$ cat src/hw/ptirq_pkg.sv
// Overview of operation
// - Over-current enable bit 7 switches the supply-output pin detector on or off.
// - Edge-select bit 7 set: latch falling edges only, held until reset or service.
// - Edge-select bit clear: a low level on the interrupt pin requests an interrupt.
// - Edge-select takes only the first write in normal mode, any write in special.
// - Pin-enable bit 6 connects the interrupt pin; writable at any time.
// - Factory-test register takes writes only in special mode.
// - General-purpose output with no alternate owner drives the stored data bit.
// - Data read returns stored bit when direction is 1, else synchronized pin.
// - On pins 3 and 2 an enabled serial-peripheral function beats all others.
// - On pins 3 and 2 an enabled transceiver channel beats timer and general use.
// - On pin 1 async serial or the direct-drive bit beats timer and general use.
// - On pin 0 async serial beats timer output and general use.
// - On pins 1 and 0 an enabled timer beats general use.
// - PWM reaches a pin only when no driver function is routed there.
// - Timer compare reaches a pin only when no driver function is routed there.
// - Timer capture sees a pin only when it is not the transceiver receive pin.
// - Input register bits 3 to 0 always read the synchronized pin state.
// - Input register is always readable and ignores writes.
// - Direction 1 makes a pin an output, 0 an input.
// - A peripheral forcing direction leaves the stored direction bit untouched.
// - Register reads see pins only after synchronization to the bus clock.
package ptirq_pkg;
  // Register offsets
  localparam logic [2:0] OFS_MISC_CONTROL = 3'h0;
  localparam logic [2:0] OFS_IRQ_PIN_CONTROL = 3'h1;
  localparam logic [2:0] OFS_FACTORY_TEST_RESERVED = 3'h2;
  localparam logic [2:0] OFS_PORT_T_DATA = 3'h3;
  localparam logic [2:0] OFS_PORT_T_INPUT = 3'h4;
  // Field positions
  localparam int BIT_OVERCURRENT_ENABLE = 7;
  localparam int BIT_IRQ_EDGE_SELECT = 7;
  localparam int BIT_IRQ_PIN_ENABLE = 6;
  // Reset values
  localparam logic [7:0] RST_MISC_CONTROL = 8'h00;
  localparam logic [7:0] RST_IRQ_PIN_CONTROL = 8'h00;
  localparam logic [7:0] RST_FACTORY_TEST = 8'h00;
  localparam logic [3:0] RST_PORT_T_DATA = 4'h0;
  localparam logic [7:0] RDATA_UNMAPPED = 8'h00;
  // Which pins can carry each alternate function
  localparam logic [3:0] PINS_SPI = 4'hC;
  localparam logic [3:0] PINS_PHY = 4'hC;
  localparam logic [3:0] PINS_SCI = 4'h3;
  localparam logic [3:0] PINS_PHY_OUT = 4'h4;
  localparam int PIN_PHY_DIRECT = 1;
  // Synchronizer depth and port width
  localparam int SYNC_STAGES = 3;
  localparam int PORT_PINS = 4;
endpackage : ptirq_pkg

$ cat src/hw/ptirq_sync_if.sv
`timescale 1ns/10ps
// Raw pin levels in, filtered synchronized levels out
interface ptirq_sync_if #(
  parameter int WIDTH = 5
);
  logic [WIDTH-1:0] raw;
  logic [WIDTH-1:0] level;
  modport sync (input raw, output level);
  modport user (output raw, input level);
endinterface : ptirq_sync_if

$ cat src/hw/ptirq_sync.sv
`timescale 1ns/10ps
module ptirq_sync #(
  parameter int WIDTH = 5
) (
  // Clock and reset
  input wire logic sys_clk,
  input wire logic srst,
  // Pin levels
  ptirq_sync_if.sync sif
);
  typedef struct packed {
    logic [WIDTH-1:0] s1;
    logic [WIDTH-1:0] s2;
    logic [WIDTH-1:0] s3;
    logic [WIDTH-1:0] filt;
  } ptirq_sync_st_t;

  ptirq_sync_st_t st_reg;
  ptirq_sync_st_t st_next;

  if (WIDTH < 1) begin : g_chk
    $error("ptirq_sync needs at least one bit");
  end

  // Three-stage chain; a level counts once stages two and three agree
  always_comb begin
    st_next = st_reg;
    st_next.s1 = sif.raw;
    st_next.s2 = st_reg.s1;
    st_next.s3 = st_reg.s2;
    for (int i = 0; i < WIDTH; i++) begin
      if (st_reg.s2[i] == st_reg.s3[i]) begin
        st_next.filt[i] = st_reg.s3[i];
      end
    end
  end

  // State register
  always_ff @(posedge sys_clk) begin
    if (srst) begin
      st_reg <= '0;
    end else begin
      st_reg <= st_next;
    end
  end

  assign sif.level = st_reg.filt;
endmodule : ptirq_sync

$ cat src/hw/ptirq_irq.sv
`timescale 1ns/10ps
module ptirq_irq (
  // Clock and reset
  input wire logic sys_clk,
  input wire logic srst,
  // Synchronized pin level, active low
  input wire logic pin_level,
  // Control bits
  input wire logic edge_select,
  input wire logic pin_enable,
  input wire logic service,
  // Request
  output logic request
);
  typedef struct packed {
    logic prev;
    logic pending;
    logic req;
  } ptirq_irq_st_t;

  ptirq_irq_st_t st_reg;
  ptirq_irq_st_t st_next;
  logic fall;

  // Falling edge latch, set beats service clear; low-level mode passes through
  always_comb begin
    st_next = st_reg;
    fall = st_reg.prev & ~pin_level & pin_enable;
    st_next.prev = pin_level;
    if (fall && edge_select) begin
      st_next.pending = 1'b1;
    end else if (service || !edge_select) begin
      st_next.pending = 1'b0;
    end
    if (!pin_enable) begin
      st_next.req = 1'b0;
    end else if (edge_select) begin
      st_next.req = st_next.pending;
    end else begin
      st_next.req = ~pin_level;
    end
  end

  // State register; pin idles high
  always_ff @(posedge sys_clk) begin
    if (srst) begin
      st_reg <= 3'h4;
    end else begin
      st_reg <= st_next;
    end
  end

  assign request = st_reg.req;
endmodule : ptirq_irq

$ cat src/hw/ptirq_port.sv
`timescale 1ns/10ps
module ptirq_port #(
  parameter int ADDR_W = 3,
  parameter int PINS = 4
) (
  // Clock and reset
  input wire logic sys_clk,
  input wire logic srst,
  // Mode
  input wire logic special_mode,
  // Register port
  input wire logic [ADDR_W-1:0] reg_addr,
  input wire logic [7:0] reg_wdata,
  input wire logic reg_wr,
  input wire logic reg_rd,
  output logic [7:0] reg_rdata,
  // Direction bits from the direction register
  input wire logic [3:0] port_direction_bits,
  // Package pins
  input wire logic [3:0] pin_in,
  output logic [3:0] pin_out,
  output logic [3:0] pin_oe,
  // Interrupt pin and service
  input wire logic irq_pin_n,
  input wire logic irq_service,
  output logic irq_request,
  // Over-current detector on the supply-output pin
  output logic overcurrent_enable,
  // Factory test control
  output logic [7:0] factory_test,
  // Serial peripheral interface, pins 3 and 2
  input wire logic [3:0] spi_en,
  input wire logic [3:0] spi_oe,
  input wire logic [3:0] spi_out,
  // Physical-layer transceiver, pins 3 and 2 plus direct drive on pin 1
  input wire logic [3:0] phy_en,
  input wire logic phy_receive_signal,
  input wire logic phy_direct_drive_en,
  input wire logic phy_direct_drive_bit,
  input wire logic [3:0] phy_rx_route,
  // Async serial 0, pins 1 and 0
  input wire logic [3:0] sci_en,
  input wire logic [3:0] sci_oe,
  input wire logic [3:0] sci_out,
  // Timer module
  input wire logic [3:0] tim_oc_en,
  input wire logic [3:0] tim_out,
  output logic [3:0] tim_capture,
  // PWM
  input wire logic [3:0] pwm_en,
  input wire logic [3:0] pwm_out,
  // Pins routed to high-side or low-side driver
  input wire logic [3:0] driver_route,
  // Synchronized pins for peripherals
  output logic [3:0] pin_sync
);
  typedef struct packed {
    logic ocp;
    logic edge_sel;
    logic irq_en;
    logic edge_locked;
    logic [7:0] test;
    logic [3:0] data;
    logic [7:0] rdata;
    logic [3:0] out;
    logic [3:0] oe;
    logic [3:0] cap;
    logic [3:0] sync;
  } ptirq_port_st_t;

  ptirq_port_st_t st_reg;
  ptirq_port_st_t st_next;
  logic [4:0] levels;
  logic [3:0] pins_now;
  logic irq_level;
  logic [1:0] drv;

  if (ADDR_W < 3) begin : g_chk_addr
    $error("ptirq_port needs at least three address bits");
  end
  if (PINS != ptirq_pkg::PORT_PINS) begin : g_chk_pins
    $error("ptirq_port serves exactly four port pins");
  end

  // Pin and interrupt synchronizers
  ptirq_sync_if #(.WIDTH(5)) sif ();
  assign sif.raw = {~irq_pin_n, pin_in}; // Inverted so a cleared chain reads an idle-high pin
  assign levels = sif.level;
  assign pins_now = levels[3:0];
  assign irq_level = ~levels[4];

  ptirq_sync #(
    .WIDTH(5)
  ) u_sync (
    .sys_clk(sys_clk),
    .srst(srst),
    .sif(sif.sync)
  );

  // Interrupt pin logic
  ptirq_irq u_irq (
    .sys_clk(sys_clk),
    .srst(srst),
    .pin_level(irq_level),
    .edge_select(st_reg.edge_sel),
    .pin_enable(st_reg.irq_en),
    .service(irq_service),
    .request(irq_request)
  );

  // Pin owner precedence: returns {oe, out} for pin idx
  function automatic logic [1:0] drive_pin(
    input int idx,
    input logic [3:0] dir,
    input logic [3:0] data,
    input logic [3:0] s_en,
    input logic [3:0] s_oe,
    input logic [3:0] s_out,
    input logic [3:0] p_en,
    input logic p_rx,
    input logic d_en,
    input logic d_bit,
    input logic [3:0] c_en,
    input logic [3:0] c_oe,
    input logic [3:0] c_out,
    input logic [3:0] t_en,
    input logic [3:0] t_out,
    input logic [3:0] w_en,
    input logic [3:0] w_out,
    input logic [3:0] route
  );
    logic [1:0] r;
    r = {dir[idx], data[idx]};
    if (ptirq_pkg::PINS_SPI[idx] && s_en[idx]) begin
      r = {s_oe[idx], s_out[idx]};
    end else if (ptirq_pkg::PINS_PHY[idx] && p_en[idx]) begin
      r = {ptirq_pkg::PINS_PHY_OUT[idx], p_rx};
    end else if (idx == ptirq_pkg::PIN_PHY_DIRECT && d_en) begin
      r = {1'b1, d_bit};
    end else if (ptirq_pkg::PINS_SCI[idx] && c_en[idx]) begin
      r = {c_oe[idx], c_out[idx]};
    end else if (t_en[idx] && !route[idx]) begin
      r = {1'b1, t_out[idx]};
    end else if (w_en[idx] && !route[idx]) begin
      r = {1'b1, w_out[idx]};
    end
    return r;
  endfunction : drive_pin

  // Register writes, pin muxing and read path
  always_comb begin
    st_next = st_reg;
    drv = 2'b00;
    if (reg_wr) begin
      case (reg_addr[2:0])
        ptirq_pkg::OFS_MISC_CONTROL: begin
          st_next.ocp = reg_wdata[ptirq_pkg::BIT_OVERCURRENT_ENABLE];
        end
        ptirq_pkg::OFS_IRQ_PIN_CONTROL: begin
          st_next.irq_en = reg_wdata[ptirq_pkg::BIT_IRQ_PIN_ENABLE];
          if (special_mode || !st_reg.edge_locked) begin
            st_next.edge_sel = reg_wdata[ptirq_pkg::BIT_IRQ_EDGE_SELECT];
          end
          if (!special_mode) begin
            st_next.edge_locked = 1'b1;
          end
        end
        ptirq_pkg::OFS_FACTORY_TEST_RESERVED: begin
          if (special_mode) begin
            st_next.test = reg_wdata;
          end
        end
        ptirq_pkg::OFS_PORT_T_DATA: begin
          st_next.data = reg_wdata[3:0];
        end
        default: begin
          st_next.data = st_reg.data;
        end
      endcase
    end
    // Effective direction lives only in oe; the direction bits are never written
    for (int i = 0; i < ptirq_pkg::PORT_PINS; i++) begin
      drv = drive_pin(i, port_direction_bits, st_reg.data, spi_en, spi_oe, spi_out,
                      phy_en, phy_receive_signal, phy_direct_drive_en,
                      phy_direct_drive_bit, sci_en, sci_oe, sci_out, tim_oc_en, tim_out,
                      pwm_en, pwm_out, driver_route);
      st_next.oe[i] = drv[1];
      st_next.out[i] = drv[0];
      st_next.cap[i] = pins_now[i] & ~phy_rx_route[i];
    end
    st_next.sync = pins_now;
    // Read data appear in the cycle after the strobe only
    st_next.rdata = ptirq_pkg::RDATA_UNMAPPED;
    if (reg_rd) begin
      case (reg_addr[2:0])
        ptirq_pkg::OFS_MISC_CONTROL: begin
          st_next.rdata[ptirq_pkg::BIT_OVERCURRENT_ENABLE] = st_reg.ocp;
        end
        ptirq_pkg::OFS_IRQ_PIN_CONTROL: begin
          st_next.rdata[ptirq_pkg::BIT_IRQ_EDGE_SELECT] = st_reg.edge_sel;
          st_next.rdata[ptirq_pkg::BIT_IRQ_PIN_ENABLE] = st_reg.irq_en;
        end
        ptirq_pkg::OFS_FACTORY_TEST_RESERVED: begin
          st_next.rdata = st_reg.test;
        end
        ptirq_pkg::OFS_PORT_T_DATA: begin
          st_next.rdata[3:0] = (port_direction_bits & st_reg.data) |
                               (~port_direction_bits & pins_now);
        end
        ptirq_pkg::OFS_PORT_T_INPUT: begin
          st_next.rdata[3:0] = pins_now;
        end
        default: begin
          st_next.rdata = ptirq_pkg::RDATA_UNMAPPED;
        end
      endcase
    end
  end

  // State register
  always_ff @(posedge sys_clk) begin
    if (srst) begin
      st_reg.ocp <= ptirq_pkg::RST_MISC_CONTROL[ptirq_pkg::BIT_OVERCURRENT_ENABLE];
      st_reg.edge_sel <= ptirq_pkg::RST_IRQ_PIN_CONTROL[ptirq_pkg::BIT_IRQ_EDGE_SELECT];
      st_reg.irq_en <= ptirq_pkg::RST_IRQ_PIN_CONTROL[ptirq_pkg::BIT_IRQ_PIN_ENABLE];
      st_reg.edge_locked <= 1'b0;
      st_reg.test <= ptirq_pkg::RST_FACTORY_TEST;
      st_reg.data <= ptirq_pkg::RST_PORT_T_DATA;
      st_reg.rdata <= ptirq_pkg::RDATA_UNMAPPED;
      st_reg.out <= 4'h0;
      st_reg.oe <= 4'h0;
      st_reg.cap <= 4'h0;
      st_reg.sync <= 4'h0;
    end else begin
      st_reg <= st_next;
    end
  end

  // Outputs straight from the state register
  assign reg_rdata = st_reg.rdata;
  assign pin_out = st_reg.out;
  assign pin_oe = st_reg.oe;
  assign overcurrent_enable = st_reg.ocp;
  assign factory_test = st_reg.test;
  assign tim_capture = st_reg.cap;
  assign pin_sync = st_reg.sync;
endmodule : ptirq_port

$ cat config.mk
export PLATFORM = sky130hd
export DESIGN_NAME = ptirq_port
export DESIGN_NICKNAME = d
export VERILOG_FILES = /design/src/hw/ptirq_pkg.sv /design/src/hw/ptirq_sync_if.sv /design/src/hw/ptirq_sync.sv /design/src/hw/ptirq_irq.sv /design/src/hw/ptirq_port.sv
export SDC_FILE = /design/constraint.sdc
export NUM_CORES = 1
export LEC_CHECK = 0
export BUFFER_PORTS_ARGS = -buffer_cell sky130_fd_sc_hd__buf_2
export CELL_PAD_IN_SITES_DETAIL_PLACEMENT = 0
export CELL_PAD_IN_SITES_GLOBAL_PLACEMENT = 1
export CORE_UTILIZATION = 32
export CTS_CLUSTER_DIAMETER = 120
export DETAILED_ROUTE_END_ITERATION = 8
export PLACE_DENSITY_LB_ADDON = 0.12
export SLEW_MARGIN = 20
export SYNTH_ARGS = -nofsm -noshare
export SYNTH_HDL_FRONTEND = slang
export SYNTH_HIERARCHICAL = 1
export SYNTH_SLANG_ARGS = --single-unit
$ cat constraint.sdc
create_clock -name sys_clk -period 1 [get_ports sys_clk]
set_clock_uncertainty 0.05 [all_clocks]
set_input_delay 0.2 -clock sys_clk [delete_from_list [all_inputs] [get_ports sys_clk]]
set_output_delay 0.2 -clock sys_clk [all_outputs]
set_load 0.05 [all_outputs]
==> flow_summary.json <==
{
  "layout_setup_ws_ns": -0.0935,
  "crit_family": "flip-flops",
  "first_global_vias": 2255,
  "synth_cells": 302,
  "grt_pass1_wl_um": 10700,
  "core_area_um2": 8760,
  "hold_viol_final": 0,
  "fin_crit_sh": 1.09,
  "cts_root_buffer": "clkbuf_8",
  "setup_viol": 34,
  "fin_util": 0.460,
  "cts-buffers-inserted": 9,
  "synthTopCellsByArea": "dfxtp_1, buf_4, nor2b_2",
  "worstHoldPathType": "in -> reg",
  "cts_buffer_depth": 2,
  "antenna_found_initial": 0,
  "slew_headroom": 0.816,
  "fillerInstances": 892,
  "avgRoutedWirePerCell_um": 12.6,
  "netlist_area_um2": 2900,
  "area_delta_synth_final_pct": 39.1,
  "synth_edf_count": 0,
  "clk_pin_slew_ns": 0.07,
  "num_rows": 34,
  "hpwl_um": 4810,
  "die_area_um2": 9440,
  "final_max_slew_viol_count": 0,
  "first_pass_iters": 4,
  "die_y_um": 97.2,
  "path_cells": "buf_8",
  "seq_area_frac_synth": 0.435,
  "max_cap_violations": 0,
  "required_ns": 0.75,
  "placed_cell_area_um2": 3350,
  "rsz0062_at_grt": "yes",
  "critical_path_buf_inv_count": 1,
  "cp_data_arrival_time_ns": 0.84,
  "worstHoldPathCells": 2,
  "crit_slowest_cell": "dfxtp_4",
  "peakVddDrop_v": 0.000641,
  "viasPerCell": 4.57,
  "synth_top_area_cell": "dfxtp_1",
  "place_congestion": 0.739,
  "rr_worst_depth": 4,
  "p_total_mw": 5.47,
  "start_kind": "flop",
  "ys.warnings.count": 6,
  "max_clock_freq_ghz": 0.915,
  "min_period_ns": 1.09,
  "grt_start_max_net_pins": 22,
  "num_antenna_cells": 0,
  "synth_fp_nets": 383,
  "drive_above_1_share": 0.554,
  "drt_iter0_drc": 63,
  "drcViolationCount": 0,
  "fp.dieW_um": 97.2,
  "cpPeakStageDelay_ns": 0.37,
  "hold_slack_ns": 0.0257,
  "critPathKind": "reg -> out",
  "yosysUniqueCellTypes": 41,
  "synth_top_area_share": 0.435,
  "cp_max_fo": 2,
  "worst-path-stages": 1,
  "clkLatencyLatePin_ns": 0.34,
  "num_vias": 2325,
  "worstMarginPinSlew_ns": 0.275,
  "final_area_um2": 4030,
  "reg2reg_slack_ns": 0,
  "p_leak_nw": 1.67,
  "largest_reg_flops": 10,
  "portBuffers": 100,
  "avgSynthCellArea_um2": 9.60,
  "track_usage": 0.143,
  "violations": "setup timing",
  "ys_async_sr_fraction": 0,
  "worst_setup_path_end_kind": "output pin",
  "ant_nets": 0,
  "ys_seq_elements": 63,
  "pin_count": 115,
  "htreeDepth": 3,
  "grt_overflow": 0,
  "clock-sinks": 63,
  "wl_um": 6440,
  "cts_tree": "done",
  "powerDensity_nw_per_um2": 1360,
  "ys.flop_type": "dfxtp_1",
  "setup_tns_ns": -2.05,
  "initial_core_util": 0.331,
  "status": "finished, violations left",
  "nNetsFinal": 477
}
area by class of cell:
cell class,instances,area (µm²),share of cell area
clock inverter,3,42.5,0.0105
clock buffer,13,149,0.0369
sequential,63,1320,0.327
tap,108,135,0.0335
multi-input combinational,181,1240,0.307
inverter,7,26.3,0.00652
timing repair buffer,134,1120,0.278
Yosys cell counts, types with 2 or more instances:
library cell / count
dfxtp_1: 63
buf_4: 40
a21oi_1: 26
nand2_1: 16
nor2b_2: 15
nand3_1: 13
o21ai_0: 13
nor2b_1: 12
nand3b_1: 10
buf_6: 7
inv_1: 7
a21o_1: 6
a21oi_2: 6
nand2b_1: 6
o21ai_1: 6
and3b_1: 5
nor2_1: 5
nor3_1: 5
buf_2: 4
mux2_2: 4
o22ai_1: 4
mux2i_1: 3
o21ba_2: 3
or3b_2: 3
a221oi_1: 2
and2_1: 2
o21bai_1: 2
path summary, 6_finish.rpt:
check | from | end
worst min register to register | u_sync/st_next[11]$_SDFF_PP0_ | u_sync/st_next[6]$_SDFF_PP0_
worst min-delay path | pin_in[3] | u_sync/st_next[13]$_SDFF_PP0_
worst max register to register | factory_test[7]$_SDFFE_PP0P_ | reg_rdata[7]$_SDFF_PP0_
worst max-delay path | factory_test[0]$_SDFFE_PP0P_ | factory_test[0]
layer usage:
| metal | vias up | wire, µm | track usage |
|---|---|---|---|
| met2 | 73 | 3030 | 0.228 |
| met4 | 0 | 91 | 0.0551 |
| li1 | 1191 | - | - |
| met1 | 1052 | 2940 | 0.181 |
| met3 | 9 | 376 | 0.0439 |
| met5 | - | 0 | 0 |
metrics by stage:
step           setup slack [ns]  std cells
2_1_floorplan           -0.0381        302
3_3_place_gp             -0.174        480
3_5_place_dp             -0.180        480
4_1_cts                  -0.119        509
5_1_grt                  -0.133        509
6_report                -0.0935        509
power breakdown:
| part | switching (mW) | leakage (nW) | internal [mW] |
|---|---|---|---|
| Sequential | 0.0331 | 0.531 | 2.56 |
| Combinational | 0.342 | 1.04 | 0.360 |
| Clock | 0.950 | 0.0936 | 1.22 |
cell families after synthesis:
family / synth area share
AO/OA/AOI/OAI: 0.151
buffers and inverters: 0.147
flip-flops: 0.435
multiplexers: 0.0259
AND/OR/NAND/NOR: 0.242
what timing repair did:
| action | 4_1_cts | 5_1_grt |
|---|---|---|
| hold buffers | 4 | 0 |
| setup buffers | 9 | 0 |
| setup endpoints to repair | 34 | 41 |
| resized for setup | 126 | 12 |
| endpoints found under the hold margin | 4 | 0 |
| pin swaps | 1 | 2 |
layout by cell type, fill, tap and decap left out, types with 5 or more instances in the layout:
cell       n
a21o_1     6
nor2b_2   15
clkbuf_8  10
nor2_1     5
inv_1      7
dfxtp_1   26
dfxtp_2   33
o21ai_1    6
buf_4     26
nand2b_1   6
nand3_1   13
buf_8     25
buf_6      9
and3b_1    5
nor3_1     5
o21ai_0   13
a21oi_1   22
nor2b_1   12
buf_2     66
a21oi_2   10
nand3b_1  10
nand2_1   16
Power figures use the tool's default switching activity.
